==> src/core/svcr_pkg.sv <==
// package: offsets, reset values and field layout of the oscillator-core configuration bank
package svcr_pkg;
  localparam int unsigned SVCR_AW = 8;
  localparam int unsigned SVCR_DW = 16;
  localparam int unsigned SVCR_NREG = 9;

  localparam logic [7:0] SVCR_OFS_CORE_CTRL = 8'h14;
  localparam logic [7:0] SVCR_OFS_RSV_A = 8'h15;
  localparam logic [7:0] SVCR_OFS_RSV_B = 8'h16;
  localparam logic [7:0] SVCR_OFS_RSV_C = 8'h17;
  localparam logic [7:0] SVCR_OFS_RSV_D = 8'h18;
  localparam logic [7:0] SVCR_OFS_RSV_E = 8'h19;
  localparam logic [7:0] SVCR_OFS_RSV_F = 8'h1a;
  localparam logic [7:0] SVCR_OFS_RSV_G = 8'h1b;
  localparam logic [7:0] SVCR_OFS_RSV_H = 8'h1c;

  localparam logic [15:0] SVCR_RST_CORE_CTRL = 16'h3048;
  localparam logic [15:0] SVCR_RST_RSV_A = 16'h0401;
  localparam logic [15:0] SVCR_RST_RSV_B = 16'h0001;
  localparam logic [15:0] SVCR_RST_RSV_C = 16'h007c;
  localparam logic [15:0] SVCR_RST_RSV_D = 16'h071a;
  localparam logic [15:0] SVCR_RST_RSV_E = 16'h0624;
  localparam logic [15:0] SVCR_RST_RSV_F = 16'h0db0;
  localparam logic [15:0] SVCR_RST_RSV_G = 16'h0002;
  localparam logic [15:0] SVCR_RST_RSV_H = 16'h0488;

  // control register field positions
  localparam int unsigned SVCR_SEL_LSB = 11;
  localparam int unsigned SVCR_SEL_MSB = 13;
  localparam int unsigned SVCR_FORCE_BIT = 10;
  localparam int unsigned SVCR_HI_LSB = 14;
  localparam int unsigned SVCR_LO_MSB = 9;
  localparam logic [2:0] SVCR_SEL_RST = 3'h6;
  localparam logic [1:0] SVCR_HI_PROG = 2'h3;
  localparam logic [9:0] SVCR_LO_PROG = 10'h048;

  typedef struct packed {
    logic [7:0] addr;
    logic [15:0] wdata;
    logic wr;
    logic rd;
  } svcr_req_t;

  typedef struct packed {
    logic [2:0] start_core_select;
    logic core_force_enable;
  } svcr_core_t;
endpackage : svcr_pkg

==> src/core/svcr_top.sv <==
// file: oscillator-core configuration register bank with plain register port
`timescale 1ns/1ps
`default_nettype none
module svcr_top (
  input wire logic ref_clk, // 100 MHz clock
  input wire logic srst, // synchronous reset, high
  input wire svcr_pkg::svcr_req_t req, // address, write data, strobes
  output logic [15:0] rdata, // read data, one cycle after read strobe
  output logic rvalid, // read data valid pulse
  output var svcr_pkg::svcr_core_t core_ctrl // start core and force to calibration
);
  import svcr_pkg::*;

  // ****************************************************************
  // register words
  // ****************************************************************
  localparam logic [7:0] OFS [SVCR_NREG] = '{SVCR_OFS_CORE_CTRL, SVCR_OFS_RSV_A,
    SVCR_OFS_RSV_B, SVCR_OFS_RSV_C, SVCR_OFS_RSV_D, SVCR_OFS_RSV_E, SVCR_OFS_RSV_F,
    SVCR_OFS_RSV_G, SVCR_OFS_RSV_H};
  localparam logic [15:0] RSTV [SVCR_NREG] = '{SVCR_RST_CORE_CTRL, SVCR_RST_RSV_A,
    SVCR_RST_RSV_B, SVCR_RST_RSV_C, SVCR_RST_RSV_D, SVCR_RST_RSV_E, SVCR_RST_RSV_F,
    SVCR_RST_RSV_G, SVCR_RST_RSV_H};

  // one-hot decode of an address onto the bank
  function automatic logic [SVCR_NREG-1:0] svcr_dec(input logic [7:0] a);
    logic [SVCR_NREG-1:0] h;
    h = '0;
    for (int i = 0; i < SVCR_NREG; i++) begin
      h[i] = (a == OFS[i]);
    end
    return h;
  endfunction : svcr_dec

  logic [SVCR_NREG-1:0] hit;
  logic [15:0] word_q [SVCR_NREG];

  assign hit = svcr_dec(req.addr);

  genvar g;
  generate
    for (g = 0; g < SVCR_NREG; g++) begin : g_word
      // reset values of every word, reserved ones included
      svcr_word #(.RST(RSTV[g])) u_word (
        .ref_clk(ref_clk),
        .srst(srst),
        .we(req.wr && hit[g]),
        .wdata(req.wdata),
        .q(word_q[g])
      );
    end
  endgenerate

  // ****************************************************************
  // read path and core-control outputs
  // ****************************************************************
  typedef struct packed {
    logic [15:0] rdata;
    logic rvalid;
    svcr_core_t core;
  } svcr_st_t;

  svcr_st_t st_q;
  svcr_st_t st_d;
  logic [15:0] ctrl_w;

  assign ctrl_w = word_q[0];

  always_comb begin
    st_d = st_q;
    st_d.rvalid = req.rd;
    st_d.rdata = '0;
    if (req.rd) begin
      // unmapped offsets read as zero
      for (int i = 0; i < SVCR_NREG; i++) begin
        if (hit[i]) begin
          st_d.rdata = word_q[i];
        end
      end
    end
    // next-cycle view of the control word so outputs change on the same edge as the word
    if (req.wr && hit[0]) begin
      st_d.core.start_core_select = req.wdata[SVCR_SEL_MSB:SVCR_SEL_LSB];
      st_d.core.core_force_enable = req.wdata[SVCR_FORCE_BIT];
    end else begin
      st_d.core.start_core_select = ctrl_w[SVCR_SEL_MSB:SVCR_SEL_LSB];
      st_d.core.core_force_enable = ctrl_w[SVCR_FORCE_BIT];
    end
  end

  always_ff @(posedge ref_clk) begin
    if (srst) begin
      st_q.rdata <= 16'h0000;
      st_q.rvalid <= 1'b0;
      st_q.core.start_core_select <= SVCR_SEL_RST;
      st_q.core.core_force_enable <= 1'b0;
    end else begin
      st_q <= st_d;
    end
  end

  assign rdata = st_q.rdata;
  assign rvalid = st_q.rvalid;
  assign core_ctrl = st_q.core;

  // ****************************************************************
  // checks
  // ****************************************************************
  a_ctrl_reset_val: assert property (@(posedge ref_clk)
    $past(srst) |-> (ctrl_w == 16'h3048))
    else $error("control word not 0x3048 after reset");
  a_core_reset_val: assert property (@(posedge ref_clk)
    $past(srst) |-> (core_ctrl.start_core_select == SVCR_SEL_RST &&
    !core_ctrl.core_force_enable))
    else $error("core outputs not at reset values after reset");
  a_core_sel_track: assert property (@(posedge ref_clk) disable iff (srst)
    (req.wr && req.addr == 8'h14) |=>
    (core_ctrl.start_core_select == $past(req.wdata[13:11])))
    else $error("start core output did not follow write");
  a_force_bit_write: assert property (@(posedge ref_clk) disable iff (srst)
    (req.wr && req.addr == 8'h14) |=>
    (core_ctrl.core_force_enable == $past(req.wdata[10])))
    else $error("force output did not follow write");
  a_core_sel_match: assert property (@(posedge ref_clk) disable iff (srst)
    ##1 (core_ctrl.start_core_select == ctrl_w[13:11]))
    else $error("start core output differs from stored field");
  a_force_bit_track: assert property (@(posedge ref_clk) disable iff (srst)
    ##1 (core_ctrl.core_force_enable == ctrl_w[10]))
    else $error("force output differs from stored bit");
  a_rsv_a_reset: assert property (@(posedge ref_clk)
    $past(srst) |-> (word_q[1] == 16'h0401 && word_q[2] == 16'h0001))
    else $error("reserved a/b reset value wrong");
  a_rsv_c_reset: assert property (@(posedge ref_clk)
    $past(srst) |-> (word_q[3] == 16'h007c && word_q[4] == 16'h071a))
    else $error("reserved c/d reset value wrong");
  a_rsv_e_reset: assert property (@(posedge ref_clk)
    $past(srst) |-> (word_q[5] == 16'h0624 && word_q[6] == 16'h0db0))
    else $error("reserved e/f reset value wrong");
  a_rsv_g_reset: assert property (@(posedge ref_clk)
    $past(srst) |-> (word_q[7] == 16'h0002 && word_q[8] == 16'h0488))
    else $error("reserved g/h reset value wrong");
  a_read_after_write: assert property (@(posedge ref_clk) disable iff (srst)
    (req.wr && req.addr >= 8'h14 && req.addr <= 8'h1c) ##1
    (req.rd && req.addr == $past(req.addr)) |=> (rvalid && rdata == $past(req.wdata, 2)))
    else $error("read did not return the written value");
  a_read_one_cycle: assert property (@(posedge ref_clk) disable iff (srst)
    req.rd |=> rvalid ##1 (rvalid == $past(req.rd)))
    else $error("read data valid not one cycle after strobe");
  a_read_idle_zero: assert property (@(posedge ref_clk) disable iff (srst)
    !req.rd |=> (!rvalid && rdata == 16'h0000))
    else $error("read data not zero outside a read");
  a_unmapped_zero: assert property (@(posedge ref_clk) disable iff (srst)
    (req.rd && hit == '0) |=> (rvalid && rdata == 16'h0000))
    else $error("unmapped read did not return zero");
endmodule : svcr_top
`default_nettype wire

==> src/core/svcr_word.sv <==
// file: one sixteen-bit read-write register word with a fixed reset value
`timescale 1ns/1ps
`default_nettype none
module svcr_word #(
  parameter logic [15:0] RST = 16'h0000
) (
  input wire logic ref_clk, // clock
  input wire logic srst, // synchronous reset, high
  input wire logic we, // write this word
  input wire logic [15:0] wdata, // write data
  output logic [15:0] q // stored value
);
  import svcr_pkg::*;

  typedef struct packed {
    logic [15:0] val;
  } svcr_word_st_t;

  svcr_word_st_t st_q;
  svcr_word_st_t st_d;

  always_comb begin
    st_d = st_q;
    if (we) begin
      st_d.val = wdata;
    end
  end

  always_ff @(posedge ref_clk) begin
    if (srst) begin
      st_q <= '{val: RST};
    end else begin
      st_q <= st_d;
    end
  end

  assign q = st_q.val;

  a_word_write_holds: assert property (@(posedge ref_clk) disable iff (srst)
    we |=> (q == $past(wdata)))
    else $error("word did not store written data");
  a_word_idle_holds: assert property (@(posedge ref_clk) disable iff (srst)
    !we |=> $stable(q))
    else $error("word changed without a write");
endmodule : svcr_word
`default_nettype wire

==> config.mk <==
export PLATFORM = sky130hd
export DESIGN_NAME = svcr_top
export DESIGN_NICKNAME = d
export VERILOG_FILES = /design/src/core/svcr_pkg.sv /design/src/core/svcr_top.sv /design/src/core/svcr_word.sv
export SDC_FILE = /design/constraint.sdc
export NUM_CORES = 1
export LEC_CHECK = 0
export BUFFER_PORTS_ARGS = -buffer_cell sky130_fd_sc_hd__buf_2
export CORE_UTILIZATION = 45
export CTS_CLUSTER_DIAMETER = 150
export DETAILED_ROUTE_END_ITERATION = 8
export GPL_TIMING_DRIVEN = 0
export PLACE_DENSITY = 0.61
export SLEW_MARGIN = 20
export SYNTH_ARGS = -nofsm -noshare
export SYNTH_HDL_FRONTEND = slang
export SYNTH_HIERARCHICAL = 1
export SYNTH_SLANG_ARGS = --single-unit
export TNS_END_PERCENT = 5
==> constraint.sdc <==
create_clock -name ref_clk -period 2.89 [get_ports ref_clk]
set_input_delay 0.1445 -clock ref_clk [delete_from_list [all_inputs] [get_ports ref_clk]]
set_output_delay 0.1445 -clock ref_clk [all_outputs]
set_load 0.02 [all_outputs]
Word-level counts from Yosys, hierarchy flattened:

Index checks and enable logic that the tools add are counted.

* bitwise logic cells: 1
* mux-type cells: 10
* eq/ne operators: 9
* reductions and logical operators: 10

Operators with widths (count)
* 16-bit two-way mux: 9
* 8-bit by 5-bit equality test with 1-bit output, second input constant: 9
* 1-bit logical AND: 9
* 4-bit two-way mux: 1
* 2-bit OR reduction: 1
* 1-bit NOT: 1

* logic and storage cells: 43
* output and inout port bits: 21
* input bits: 28
* flip-flop bits (word level): 165

Logic depth before layout (Yosys ltp):

* depth in word-level cells: 10
* mapped depth: 9
* gate-level depth less buffers: 6

Cells and area by module:

Netlist, hierarchy kept.

By module, submodules not included
* svcr_top: cells each 213, instances 1, seq. area each 420.4 um^2, area each 1846.8 um^2
* svcr_word (g_word[4].u_word ...): cells each 52, instances 2, seq. area each 320.3 um^2, area each 600.6 um^2
* svcr_word (g_word[2].u_word ...): cells each 52, instances 2, seq. area each 320.3 um^2, area each 581.8 um^2
* svcr_word (g_word[3].u_word): cells each 52, instances 1, seq. area each 320.3 um^2, area each 594.3 um^2
* svcr_word (g_word[0].u_word): cells each 52, instances 1, seq. area each 320.3 um^2, area each 590.6 um^2
* svcr_word (g_word[5].u_word): cells each 52, instances 1, seq. area each 320.3 um^2, area each 589.3 um^2
* svcr_word (g_word[8].u_word): cells each 52, instances 1, seq. area each 320.3 um^2, area each 585.6 um^2
* svcr_word (g_word[1].u_word): cells each 52, instances 1, seq. area each 320.3 um^2, area each 583.1 um^2

Worst setup path before layout:

OpenSTA, ideal clock, no wires.

* kind: input to register
* from: input req[23] (netlist bit)
* to: register g_word[4].u_word.st_q, in the netlist g_word[4].u_word/q[11]
* stages: 8
* path buffers: 3
* library setup time: 0.117 ns
* path slack: 0.682 ns
* required time: 2.773 ns
* data arrival time: 2.091 ns
* cells stage by stage: nor4b_1 > nand3b_1 > clkbuf_1 > nor4b_1 > buf_6 > buf_12 > mux2i_1 > nor2_1

* cells in the longest elaborated chain, start to end: 2

Ends and longest elaborated chain
* from (decl): line svcr_top.sv:7 `input wire svcr_pkg::svcr_req_t req,`
* 8-bit by 5-bit equality test with 1-bit output: line svcr_top.sv:29 `h[i] = (a == OFS[i]);`
* 1-bit logical AND: line svcr_top.sv:46 `.we(req.wr && hit[g]),`
* to (signal assigned): line svcr_word.sv:31 `st_q <= '{val: RST};`
* to (signal assigned): line svcr_word.sv:33 `st_q <= st_d;`
* to (decl): line svcr_word.sv:19 `svcr_word_st_t st_q;`

No other way between the ends.
A chain may end at the register's enable or synchronous reset.

Final worst setup path:

* from: input req[23] (netlist bit)
* to: register g_word[4].u_word.st_q, in the netlist g_word[4].u_word/q[12]

The elaborated chain is that of the path after synthesis.

==> results_dict.tcl <==
set metrics [dict create \
    dp_cells 939 \
    antenna_found_initial 0 \
    cts_buffers 17 \
    insertedDiodeCount 0 \
    p_per_area_nw_per_um2 558 \
    root_buffer "clkbuf_16" \
    critPathKind "input port to flip-flop" \
    drc 0 \
    synth-seq-cells 165 \
    drt_iter0_drc 507 \
    fin_crit_sh_pct 96.6 \
    ctsHoldBuffers 0 \
    required_ps 3200 \
    netlist_area_um2 7150 \
    clk_latency_ps 430 \
    status "completed" \
    drt-pass1-iter-count 6 \
    placement.cell_area_um2 7650 \
    post_drt_wl_per_cell_um 21.0 \
    critPathMaxFanout 10 \
    maxSlewHeadroom_pct 30.0 \
    core_um2 15400 \
    ys_types 44 \
    fin_total_pwr_mw 4.56 \
    critPathSlowestCell "nor4b_1" \
    fin_crit_ps 2790 \
    fin_hold_ws_ps 81.5 \
    critPathCaptureType "flip-flop" \
    dp_hpwl_mm 14.2 \
    htree_levels 4 \
    postRouteAntennaNets 0 \
    synthToLayoutAreaGrowth_pct 14.4 \
    synth_edf_count 0 \
    yosysTopAreaCellShare_pct 46.2 \
    max_freq_mhz 358 \
    worstSetupStartpointType "input port" \
    grt_max_degree 17 \
    p_leak_nw 2.95 \
    vdd_ir_drop_max_v 0.000442 \
    gp_congestion 0.853 \
    ys_top_cells_by_count "dfxtp_1 (165), mux2i_1 (137), nor2_1 (126)" \
    die_h_um 128 \
    rsz0062_at_grt "no" \
    report.final.slew_viol_count 0 \
    port_buffers 47 \
    finClkSkew_ps 4.45 \
    cap_viol_max_count 0 \
    io_pins 49 \
    first_global_vias 5395 \
    crit_chain "buf_2 -> nor4b_1 -> nand3b_1 -> clkbuf_1 -> nor4b_2 -> buf_6 -> buf_12 -> mux2i_1 -> nor2_1" \
    overflow 0 \
    syn_inst 681 \
    viasPerCell 5.61 \
    yosys.cell_count.top_type "dfxtp_1" \
    grt_first_pass_wirelength_mm 31.2 \
    yosysTopAreaCell "dfxtp_1" \
    synthArstFlopShare_pct 0 \
    drive_gt1_share_pct 18.4 \
    synth_area_leaders "dfxtp_1 (46%), mux2i_1 (19%), nor2_1 (6.6%)" \
    synth_ff_type "dfxtp_1" \
    die_area_um2 16400 \
    hold_path_class "input port to flip-flop" \
    grt_usage_pct 26.1 \
    final_cells 971 \
    setup_slack_ps 97.8 \
    clk_pin_slew_ps 60 \
    fin_area_um2 8180 \
    ys.warnings.count 6 \
    finalHoldViolCount 0 \
    final_nets 775 \
    num_rows 45 \
    utilization_pct 53.2 \
    critPathMaxStageDelay_ps 610 \
    initial_core_util_pct 46.5 \
    die_w_um 128 \
    cts.sinks 165 \
    place_ws_ps -531 \
    vias 5446 \
    cp_data_arrival_time_ps 3100 \
    setup-tns-final_ps 0 \
    finalSetupViolCount 0 \
    synth.yosys.seq_area_share_pct 46.2 \
    cts_tree "done" \
    synth_nets 709 \
    routed_wl_mm 20.4 \
    cts_max_path_buffers 2 \
    tightest_slew_ps 1050 \
    avgSynthCellArea_um2 10.5 \
]
[power by group]
group / internal (mW) / switching [mW] / leakage, nW
sequential: 2.28 / 0.00252 / 1.33
combinational: 0.0725 / 0.178 / 1.37
clock: 1.13 / 0.897 / 0.255
[cells by family (layout without fill, tap and decap cells)]
logic type / after synthesis / count (layout) / synth area share (%)
buffers and inverters: 56 / 135 / 6.28
AND/OR/NAND/NOR: 202 / 202 / 14.2
AO/OA/AOI/OAI: 112 / 112 / 11.4
multiplexers: 146 / 146 / 22.0
flip-flops: 165 / 165 / 46.2
[cells in the final DEF (no fill, tap or decap), types with 3 or more instances in the layout]
cell type   synthesis  final
a211o_1            36     36
a211oi_1            6      6
a21boi_0            4      4
a21oi_1            13     13
a221oi_1            3      3
a222oi_1            4      4
a22oi_1             6      6
a2bb2oi_1           3      3
and2_1              4      4
and2b_4            10     10
buf_12              9      9
buf_2              14     61
buf_6               9      9
clkbuf_1           16     19
clkbuf_16           0     17
clkbuf_2            3      3
clkinv_2            0      7
clkinvlp_4          0      3
dfxtp_1           165    165
mux2i_1           137    137
mux4_2              9      9
nand2_1            17     17
nand3_1             3      3
nand3b_1            3      3
nor2_1            126    126
nor2b_1            23     23
o21ai_0            19     19
o22ai_1            10     10
o31ai_1             6      6
[critical path, delay by kind of cell]
family | cells | cell delay, ps
buffers and inverters | 4 | 990
AND/OR/NAND/NOR | 4 | 1760
multiplexers | 1 | 190
[final timing paths]
check | to | from | cells past startpoint | slack (ps)
worst max register to register | rdata[0] | g_word[1].u_word/q[0] | 4 | 1510
worst min register to register | rdata[10] | g_word[8].u_word/q[10] | 2 | 470
worst min-delay path | g_word[6].u_word/q[5] | req[7] | 2 | 80
worst max-delay path | g_word[4].u_word/q[12] | req[23] | 9 | 100
[cell type report]
cell class                 count  area [um2]
fill                        1377        7190
multi-input combinational    460        3410
sequential                   165        3300
clock buffer                  22         464
buffer                        53         438
tap                          211         264
timing repair buffer          47         235
clock inverter                10        57.6
inverter                       3        11.3
[flip-flops by register name, indices dropped and copies added (netlist names)]
register,flops
g_word.u_word/q,144
core_ctrl,4
rdata,16
rvalid,1
[routing by layer]
layer  GRT usage, %  wire length, um
met3           4.17             1110
met1           34.0             9140
met2           42.4             9460
met5              0                0
met4           12.5              719
[timing repair]
item | CTS | global route
gates resized for setup | 1 | 0
endpoints found under the setup margin | 4 | 0
setup buffers | 0 | 0
(Power assumes the default switching activity.)
